==> config.mk <==
export PLATFORM = sky130hd
export DESIGN_NAME = i2cs_top
export DESIGN_NICKNAME = d
export VERILOG_FILES = /design/src/rtl/i2cs_pkg.sv /design/src/rtl/i2cs_filt.sv /design/src/rtl/i2cs_top.sv
export VERILOG_INCLUDE_DIRS = /design/src /design/src/rtl
export SDC_FILE = /design/constraint.sdc
export NUM_CORES = 1
export LEC_CHECK = 0
export CAP_MARGIN = 20
export CORE_AREA = 5 5 114 142
export DETAILED_ROUTE_END_ITERATION = 7
export DIE_AREA = 0 0 119 147
export DONT_BUFFER_PORTS = 1
export GPL_ROUTABILITY_DRIVEN = 0
export GPL_TIMING_DRIVEN = 0
export PLACE_DENSITY = 0.47
export SYNTH_ARGS = -nofsm -noshare
export SYNTH_HDL_FRONTEND = slang
export SYNTH_SLANG_ARGS = --single-unit
==> constraint.sdc <==
create_clock -name clk_i -period 3.3 [get_ports clk_i]
set_input_delay 0.33 -clock clk_i [delete_from_list [all_inputs] [get_ports clk_i]]
set_output_delay 0.33 -clock clk_i [all_outputs]
set_load 0.01 [all_outputs]
==> src/rtl/i2cs_regs.svh <==
// Register offsets, reset values and protocol counts of the two-wire slave
`ifndef I2CS_REGS_SVH
`define I2CS_REGS_SVH
`define I2CS_OFF_CTRL0 8'h00
`define I2CS_OFF_STAT 8'h04
`define I2CS_OFF_DATA 8'h08
`define I2CS_OFF_OWN 8'h0c
`define I2CS_OFF_IRQEN 8'h10
`define I2CS_CTRL0_RST 7'h70
`define I2CS_STAT_RST 8'h81
`define I2CS_OWN_RST 8'h00
`define I2CS_DATA_RST 8'h00
`define I2CS_MODE_I2C 3'h6
`define I2CS_DEB_NONE 3'h0
`define I2CS_DEB_SHORT 3'h2
`define I2CS_DEB_LONG 3'h4
`define I2CS_BITS 4'h8
`define I2CS_STAT_HTX_POS 4
`define I2CS_STAT_ACK_TO_SEND_POS 3
`define I2CS_STAT_SRW_POS 2
`define I2CS_STAT_WAKE_POS 1
`define I2CS_IRQEN_POS 0
`endif

==> src/rtl/i2cs_pkg.sv <==
// Types shared by the two-wire slave and its line filter
`default_nettype none
package i2cs_pkg;
  typedef enum logic [7:0] {
    ST_IDLE = 8'h01,
    ST_ADDR = 8'h02,
    ST_AACK = 8'h04,
    ST_RX = 8'h08,
    ST_RACK = 8'h10,
    ST_TX = 8'h20,
    ST_TACK = 8'h40,
    ST_SKIP = 8'h80
  } i2cs_state_t;

  typedef struct packed {
    logic [2:0] mode;
    logic [1:0] deb;
    logic en;
    logic incomplete;
  } i2cs_ctrl0_t;

  // Bit order matches the status/control register layout
  typedef struct packed {
    logic transfer_complete_flag;
    logic address_match_flag;
    logic bus_busy_flag;
    logic direction_select;
    logic ack_to_send;
    logic master_read_write_flag;
    logic wake_en;
    logic ack_received_flag;
  } i2cs_stat_t;

  typedef struct packed {
    logic scl;
    logic sda;
  } i2cs_lines_t;

  typedef struct packed {
    logic scl_oe;
    logic sda_oe;
  } i2cs_drive_t;

  typedef struct packed {
    logic s1;
    logic s2;
    logic [2:0] cnt;
    logic level;
  } i2cs_filt_state_t;

  typedef struct packed {
    i2cs_state_t st;
    i2cs_ctrl0_t ctrl0;
    i2cs_stat_t stat;
    logic [7:0] data;
    logic [7:0] own;
    logic irq_en;
    logic [7:0] sh;
    logic [3:0] cnt;
    i2cs_lines_t prev;
    i2cs_drive_t drv;
    logic irq;
    logic wake;
    logic pready;
    logic pslverr;
    logic [31:0] prdata;
  } i2cs_top_state_t;
endpackage : i2cs_pkg
`default_nettype wire

==> src/rtl/i2cs_filt.sv <==
// Two-flop synchroniser with selectable debounce for one bus line
`timescale 1ns/1ps
`default_nettype none
`include "i2cs_regs.svh"
module i2cs_filt import i2cs_pkg::*; (
  input wire logic clk_i,
  input wire logic rst_i,
  input wire logic line_i,
  input wire logic [1:0] sel_i,
  output logic level_o
);
  i2cs_filt_state_t q;
  i2cs_filt_state_t d;
  logic [2:0] need;

  // Settle time 0, 2 or 4 clocks; first flop feeds only the second
  always_comb begin
    d = q;
    need = (sel_i == 2'h0) ? `I2CS_DEB_NONE :
           (sel_i == 2'h1) ? `I2CS_DEB_SHORT : `I2CS_DEB_LONG;
    d.s1 = line_i;
    d.s2 = q.s1;
    if (q.s2 == q.level) begin
      d.cnt = 3'h0;
    end else if (need == 3'h0 || (q.cnt + 3'h1) >= need) begin
      d.level = q.s2;
      d.cnt = 3'h0;
    end else begin
      d.cnt = q.cnt + 3'h1;
    end
  end

  // Idle bus is high, so both flops and the level reset high; the count resets to zero
  always_ff @(posedge clk_i) begin
    if (rst_i) begin
      q <= '{s1: 1'b1, s2: 1'b1, cnt: 3'h0, level: 1'b1};
    end else begin
      q <= d;
    end
  end

  assign level_o = q.level;
endmodule : i2cs_filt
`default_nettype wire

==> src/rtl/i2cs_top.sv <==
// Two-wire slave: status/control flags, protocol engine and APB registers
//
// Register access over APB and the register addresses were left to the implementer.
`timescale 1ns/1ps
`default_nettype none
`include "i2cs_regs.svh"
// Functional notes
// - Transfer-complete flag low during a byte, set with interrupt after 8.
// - Address-match flag set on own address, low otherwise.
// - Bus-busy flag set on START, cleared on STOP.
// - Direction bit 0 makes the slave receive, 1 makes it transmit.
// - After 8 received bits, drive ack-to-send on the 9th clock.
// - Eighth bit after START lands in the read/write flag.
// - With wake-up enable set, an address match wakes the system.
// - After 8 sent bits, sample the 9th-clock level into ack-received.
// - Transmit while acknowledged; on no-ack release data line for STOP.
// - First seven bits after START, MSB first, are compared as address.
// - One interrupt for match, byte done, timeout; software sorts source. No timeout source is detected here.
// - On match, drive a low acknowledge as the 9th bit.
// - START is data falling while clock stays high.
// - After match, hold clock low until data write (tx) or read (rx).
// - Own address lives in the upper seven bits of its register.
// - Clock line debounce of none, 2 or 4 system clocks.
module i2cs_top import i2cs_pkg::*; (
  input wire logic clk_i,
  input wire logic rst_i,
  input wire logic psel_i,
  input wire logic penable_i,
  input wire logic pwrite_i,
  input wire logic [7:0] paddr_i,
  input wire logic [31:0] pwdata_i,
  output logic [31:0] prdata_o,
  output logic pready_o,
  output logic pslverr_o,
  input wire logic scl_i,
  output logic scl_o,
  output logic scl_oe_o,
  input wire logic sda_i,
  output logic sda_o,
  output logic sda_oe_o,
  output logic irq_o,
  output logic wake_o
);
  i2cs_top_state_t q;
  i2cs_top_state_t d;
  i2cs_lines_t lines;
  logic scl_f;
  logic sda_f;
  logic active, start_ev, stop_ev, scl_rise, scl_fall;
  logic setup, acc, wr_data, rd_data, rel_ev, match;
  logic addr_done, rx_done, tack_rise, tack_fall;

  // Clock line gets the selected debounce; data line is only synchronised
  i2cs_filt u_scl_filt (
    .clk_i(clk_i),
    .rst_i(rst_i),
    .line_i(scl_i),
    .sel_i(q.ctrl0.deb),
    .level_o(scl_f)
  );
  i2cs_filt u_sda_filt (
    .clk_i(clk_i),
    .rst_i(rst_i),
    .line_i(sda_i),
    .sel_i(2'h0),
    .level_o(sda_f)
  );
  assign lines = '{scl: scl_f, sda: sda_f};

  // Bus conditions from the sampled line levels
  assign active = q.ctrl0.en && (q.ctrl0.mode == `I2CS_MODE_I2C);
  assign scl_rise = lines.scl && !q.prev.scl;
  assign scl_fall = !lines.scl && q.prev.scl;
  assign start_ev = active && q.prev.sda && !lines.sda &&
                    lines.scl && q.prev.scl;
  assign stop_ev = active && !q.prev.sda && lines.sda &&
                   lines.scl && q.prev.scl;

  // APB phases; side effects only in the completing access cycle
  assign setup = psel_i && !penable_i && !q.pready;
  assign acc = psel_i && penable_i && q.pready && !q.pslverr;
  assign wr_data = acc && pwrite_i && paddr_i == `I2CS_OFF_DATA;
  assign rd_data = acc && !pwrite_i && paddr_i == `I2CS_OFF_DATA;
  assign rel_ev = q.stat.direction_select ? wr_data : rd_data;

  // Protocol milestones, also watched by the checks below
  assign match = q.sh[7:1] == q.own[7:1];
  assign addr_done = active && !start_ev && !stop_ev && q.st == ST_ADDR &&
                     scl_fall && q.cnt == `I2CS_BITS;
  assign rx_done = active && !start_ev && !stop_ev && q.st == ST_RX &&
                   !q.drv.scl_oe && scl_fall && q.cnt == `I2CS_BITS;
  assign tack_rise = active && !start_ev && !stop_ev &&
                     q.st == ST_TACK && scl_rise;
  assign tack_fall = active && !start_ev && !stop_ev &&
                     q.st == ST_TACK && scl_fall;

  always_comb begin
    d = q;
    d.prev = lines;
    d.irq = 1'b0;
    d.wake = 1'b0;
    d.pready = 1'b0;
    d.pslverr = 1'b0;
    // Registered answer: pready rises in the first access cycle
    if (setup) begin
      d.pready = 1'b1;
      d.prdata = 32'h0;
      case (paddr_i)
        `I2CS_OFF_CTRL0: d.prdata[7:0] = {q.ctrl0.mode, 1'b0, q.ctrl0.deb,
                                          q.ctrl0.en, q.ctrl0.incomplete};
        `I2CS_OFF_STAT: d.prdata[7:0] = q.stat;
        `I2CS_OFF_DATA: d.prdata[7:0] = q.data;
        `I2CS_OFF_OWN: d.prdata[7:0] = q.own;
        `I2CS_OFF_IRQEN: d.prdata[0] = q.irq_en;
        default: d.pslverr = 1'b1;
      endcase
    end
    // Software writes first so hardware flag updates below win
    if (acc && pwrite_i) begin
      case (paddr_i)
        `I2CS_OFF_CTRL0: d.ctrl0 = {pwdata_i[7:5], pwdata_i[3:0]};
        `I2CS_OFF_STAT: begin
          d.stat.direction_select = pwdata_i[`I2CS_STAT_HTX_POS];
          d.stat.ack_to_send = pwdata_i[`I2CS_STAT_ACK_TO_SEND_POS];
          d.stat.master_read_write_flag = pwdata_i[`I2CS_STAT_SRW_POS];
          d.stat.wake_en = pwdata_i[`I2CS_STAT_WAKE_POS];
        end
        `I2CS_OFF_DATA: d.data = pwdata_i[7:0];
        `I2CS_OFF_OWN: d.own = pwdata_i[7:0];
        `I2CS_OFF_IRQEN: d.irq_en = pwdata_i[`I2CS_IRQEN_POS];
        default: d.own = d.own;
      endcase
    end
    if (!active) begin
      // Disabled: flags back to defaults, control bits kept, wire free
      d.st = ST_IDLE;
      d.stat.transfer_complete_flag = 1'b1;
      d.stat.address_match_flag = 1'b0;
      d.stat.bus_busy_flag = 1'b0;
      d.stat.master_read_write_flag = 1'b0;
      d.stat.ack_received_flag = 1'b1;
      d.drv = '0;
    end else if (start_ev) begin
      // Also covers a repeated START in mid-transfer
      d.stat.bus_busy_flag = 1'b1;
      d.stat.address_match_flag = 1'b0;
      d.st = ST_ADDR;
      d.cnt = 4'h0;
      d.drv = '0;
    end else if (stop_ev) begin
      d.stat.bus_busy_flag = 1'b0;
      d.st = ST_IDLE;
      d.drv = '0;
    end else if (q.drv.scl_oe) begin
      // Clock held low; released by the data access matching direction
      if (rel_ev) begin
        d.drv.scl_oe = 1'b0;
        d.cnt = 4'h0;
        d.stat.transfer_complete_flag = 1'b0;
        if (q.stat.direction_select) begin
          d.st = ST_TX;
          d.sh = wr_data ? pwdata_i[7:0] : q.data;
          d.drv.sda_oe = !d.sh[7];
        end else begin
          d.st = ST_RX;
        end
      end
    end else begin
      case (q.st)
        ST_ADDR: begin
          if (scl_rise) begin
            d.sh = {q.sh[6:0], lines.sda};
            d.cnt = q.cnt + 4'h1;
          end else if (addr_done) begin
            if (match) begin
              d.stat.address_match_flag = 1'b1;
              d.stat.master_read_write_flag = q.sh[0];
              d.stat.transfer_complete_flag = 1'b1;
              d.irq = q.irq_en;
              d.wake = q.stat.wake_en;
              d.drv.sda_oe = 1'b1;
              d.st = ST_AACK;
            end else begin
              d.stat.address_match_flag = 1'b0;
              d.st = ST_SKIP;
            end
          end
        end
        ST_AACK: begin
          if (scl_fall) begin
            d.drv.sda_oe = 1'b0;
            d.drv.scl_oe = 1'b1;
          end
        end
        ST_RX: begin
          if (scl_rise) begin
            d.sh = {q.sh[6:0], lines.sda};
            d.cnt = q.cnt + 4'h1;
          end else if (rx_done) begin
            d.data = q.sh;
            d.stat.transfer_complete_flag = 1'b1;
            d.irq = q.irq_en;
            d.drv.sda_oe = !q.stat.ack_to_send;
            d.st = ST_RACK;
          end
        end
        ST_RACK: begin
          if (scl_fall) begin
            // Stretch each byte too, so the data register is never overrun
            d.drv.sda_oe = 1'b0;
            d.drv.scl_oe = 1'b1;
          end
        end
        ST_TX: begin
          if (scl_rise) begin
            d.cnt = q.cnt + 4'h1;
          end else if (scl_fall) begin
            if (q.cnt == `I2CS_BITS) begin
              d.drv.sda_oe = 1'b0;
              d.st = ST_TACK;
            end else begin
              d.sh = {q.sh[6:0], 1'b0};
              d.drv.sda_oe = !q.sh[6];
            end
          end
        end
        ST_TACK: begin
          if (tack_rise) begin
            d.stat.ack_received_flag = lines.sda;
            d.stat.transfer_complete_flag = 1'b1;
            d.irq = q.irq_en;
          end else if (tack_fall) begin
            if (q.stat.ack_received_flag) begin
              d.st = ST_SKIP;
            end else begin
              d.drv.scl_oe = 1'b1;
            end
          end
        end
        default: d.st = q.st;
      endcase
    end
  end

  always_ff @(posedge clk_i) begin
    if (rst_i) begin
      q <= '0;
      q.st <= ST_IDLE;
      q.ctrl0 <= `I2CS_CTRL0_RST;
      q.stat <= `I2CS_STAT_RST;
      q.own <= `I2CS_OWN_RST;
      q.data <= `I2CS_DATA_RST;
      q.sh <= 8'h00;
      q.prev <= 2'h3;
    end else begin
      q <= d;
    end
  end

  // Open drain: only ever pull low
  assign scl_o = 1'b0;
  assign sda_o = 1'b0;
  assign scl_oe_o = q.drv.scl_oe;
  assign sda_oe_o = q.drv.sda_oe;
  assign irq_o = q.irq;
  assign wake_o = q.wake;
  assign prdata_o = q.prdata;
  assign pready_o = q.pready;
  assign pslverr_o = q.pslverr;
endmodule : i2cs_top
`default_nettype wire

==> flow_summary.json <==
{
  "worstPathCellList": "nand4b_1, or3_1, or2_2, clkbuf_1, clkbuf_1, a21oi_1, nor2_1",
  "cts.repair.resized": 0,
  "cp_slowest_stage_delay_ns": 0.60,
  "async_flop_share_pct": 0,
  "cp_slowest_cell": "or3_1",
  "crit_family": "simple AND/OR/NAND/NOR gates",
  "required_ns": 3.50,
  "start_kind": "flop",
  "power_density_mw_per_mm2": 419,
  "power.internal_mw": 1.60,
  "cts_root_buf": "clkbuf_16",
  "num_vias": 3816,
  "p_comb_share_pct": 4.7,
  "worstMarginPinSlew_ns": 1.08,
  "syn_inst": 509,
  "final_net_count": 598,
  "ant_nets": 0,
  "die_x_um": 119,
  "pwr-share-seq_pct": 45.4,
  "rsz0062_at_grt": "no",
  "first_pass_iters": 5,
  "cts_tree": "yes",
  "antenna_found_initial": 0,
  "cts_max_level": 3,
  "diodes": 0,
  "cts.sinks": 77,
  "grt_max_degree": 14,
  "ir_drop_uv": 185,
  "die_area_mm2": 0.0175,
  "ys_seq_elements": 77,
  "synth-edff-count": 0,
  "hp-class": "primary input to flop",
  "finalPower_mw": 2.07,
  "p_sw_uw": 466,
  "max_freq_mhz": 360,
  "synth_top_area_cell": "dfxtp_1",
  "fp.coreArea_mm2": 0.0148,
  "skew_ns": 0.00683,
  "wl_per_cell_um": 18.2,
  "avgViaCountPerCell": 5.21,
  "switching_share_pct": 22.6,
  "area_growth_pct": 14.9,
  "ys_types": 65,
  "die_h_um": 147,
  "io_pins": 87,
  "port_buffers": 0,
  "grt_pass1_vias": 3753,
  "power_frac_clock_pct": 49.9,
  "rows": 50,
  "end_kind": "flop",
  "clk_path_buf_depth": 2,
  "crit_top_cell": "clkbuf_1",
  "synth_common_cells": "dfxtp_1, nor2_1, nand2_1",
  "drt_wl_total_um": 13300,
  "synth.most_common_cell": "dfxtp_1",
  "synth_top_area_share_pct": 35.9,
  "critPathMaxFanout": 10,
  "drive_gt1_share_pct": 14.7,
  "crit_type": "flop to flop",
  "seq_area_frac_synth_pct": 35.9,
  "period_share_pct": 84.3,
  "period_needed_ns": 2.78,
  "grt.overflow.total": 0,
  "synthXorXnorAreaFrac_pct": 2.65,
  "cts_setup_buffers": 0,
  "status": "complete, no violations",
  "synth_adder_area_share_pct": 1.46,
  "ff2ff_setup_slack_ns": 0.52,
  "syn_avg_cell_area_um2": 8.44,
  "syn_area_mm2": 0.00430,
  "p_leak_nw": 1.92,
  "clk_pin_slew_ns": 0.06,
  "path_buf_inv": 2,
  "maxSlewHeadroom_pct": 27.5,
  "clk_latency_ns": 0.34,
  "grt_pass1_wl_um": 21200,
  "cts.hold.buffers_added": 0,
  "synth_top_family_by_area": "simple AND/OR/NAND/NOR gates",
  "maxSlewViolCount": 0,
  "synth_compound_area_share_pct": 18.5,
  "yosys-top-cells-area": "dfxtp_1, mux2i_1, buf_4, nor2_1, nand2_1",
  "initial_core_util_pct": 29.1,
  "cts_buffers": 9,
  "report.final.hold_viol_count": 0,
  "hpwl_um": 10300,
  "synthSimpleGateAreaFrac_pct": 24.7,
  "maxCapViolations": 0,
  "drt-initial-drc-count": 373,
  "yosys_warnings": 0,
  "setup_viol": 0,
  "drc": 0,
  "grt_usage_pct": 15.5,
  "tns_ns": 0,
  "synth_ff_type": "dfxtp_1",
  "critPathArrivalTime_ns": 2.98,
  "muxShareOfSynthArea_pct": 7.60
}
==> kinds of logic (layout without fill, tap and decap cells) <==
family                     Yosys count  after routing
and+or+nand+nor                    206            206
AOI/OAI and AO/OA                  108            108
DFF                                 77             77
buffers and inverters               68             85
muxes                               31             31
xor gates and xnor gates            13             13
adders and majority gates            5              5
other                                1             26
==> worst paths after layout <==
path,startpoint,cells past startpoint,endpoint
worst max-delay path,q[83]$_SDFFE_PP1P_,7,q[61]$_SDFF_PP0_
worst min-delay path,sda_i,1,u_sda_filt.d[4]$_SDFF_PP1_
worst max register to register,q[83]$_SDFFE_PP1P_,7,q[61]$_SDFF_PP0_
worst min register to register,u_scl_filt.d[4]$_SDFF_PP1_,1,u_scl_filt.q[4]$_SDFF_PP1_
==> state kept, by name (all words and copies together), names as in the netlist <==
register / flops
wake_o: 1
u_scl_filt.d: 1
u_sda_filt.level_o: 1
sda_oe_o: 1
scl_oe_o: 1
u_sda_filt.d: 1
u_scl_filt.level_o: 1
q: 54
prdata_o: 8
u_sda_filt.q: 1
pready_o: 1
irq_o: 1
pslverr_o: 1
u_scl_filt.q: 4
==> layer usage <==
layer,share of wire [%],up-vias,track usage [%]
met5,0,-,0
met3,5.2,32,3.81
met1,41,1810,18.0
li1,-,1858,-
met4,3.7,0,7.54
met2,50,116,26.5
==> power by group through the flow <==
stage,combinational [mW],sequential [mW],clock (mW)
2_1_floorplan,0.0785,0.958,0
3_3_place_gp,0.0951,0.958,0
3_5_place_dp,0.0953,0.958,0
4_1_cts,0.0956,0.938,1.05
5_1_grt,0.108,0.938,1.10
6_report,0.0971,0.938,1.03
==> final cells by class <==
cell class / count / area, um^2
Clock inverter: 5 / 58.8
Timing Repair Buffer: 1 / 5.00
Tap cell: 182 / 228
Multi-Input combinational cell: 389 / 2450
Clock buffer: 11 / 253
Inverter: 13 / 48.8
Sequential cell: 77 / 1540
Fill cell: 1577 / 9830
Buffer: 55 / 345
==> metrics by stage <==
step	instances	hold slack (ns)	area [um^2]	util, %	setup slack, ns
after global routing	733	0.0862	4930	33.4	0.419
after detailed placement	716	0.398	4620	31.3	0.468
after floorplan	534	0.389	4390	-	0.937
after global placement	716	0.396	4620	31.3	0.457
after CTS	732	0.0816	4930	33.4	0.567
final	733	0.0918	4930	33.4	0.518
==> cell usage in the layout, fill, tap and decap left out, drive strengths merged, types with 13 or more instances in the layout <==
cell,netlist,routed
dfxtp,77,77
nor2,67,67
nand2,46,46
buf,39,40
mux2i,27,27
clkbuf,16,27
conb,1,26
a21oi,23,23
nand3,22,22
o21ai,18,18
a211oi,16,16
inv,13,13
==> worst reg2reg max path: stages, from the launching register on <==
cell      delay [ns]
dfxtp_1         0.41
nand4b_1        0.47
or3_1           0.61
or2_2           0.33
clkbuf_1        0.22
clkbuf_1        0.34
a21oi_1         0.22
nor2_1          0.05
Power figures use the tool's default switching activity.
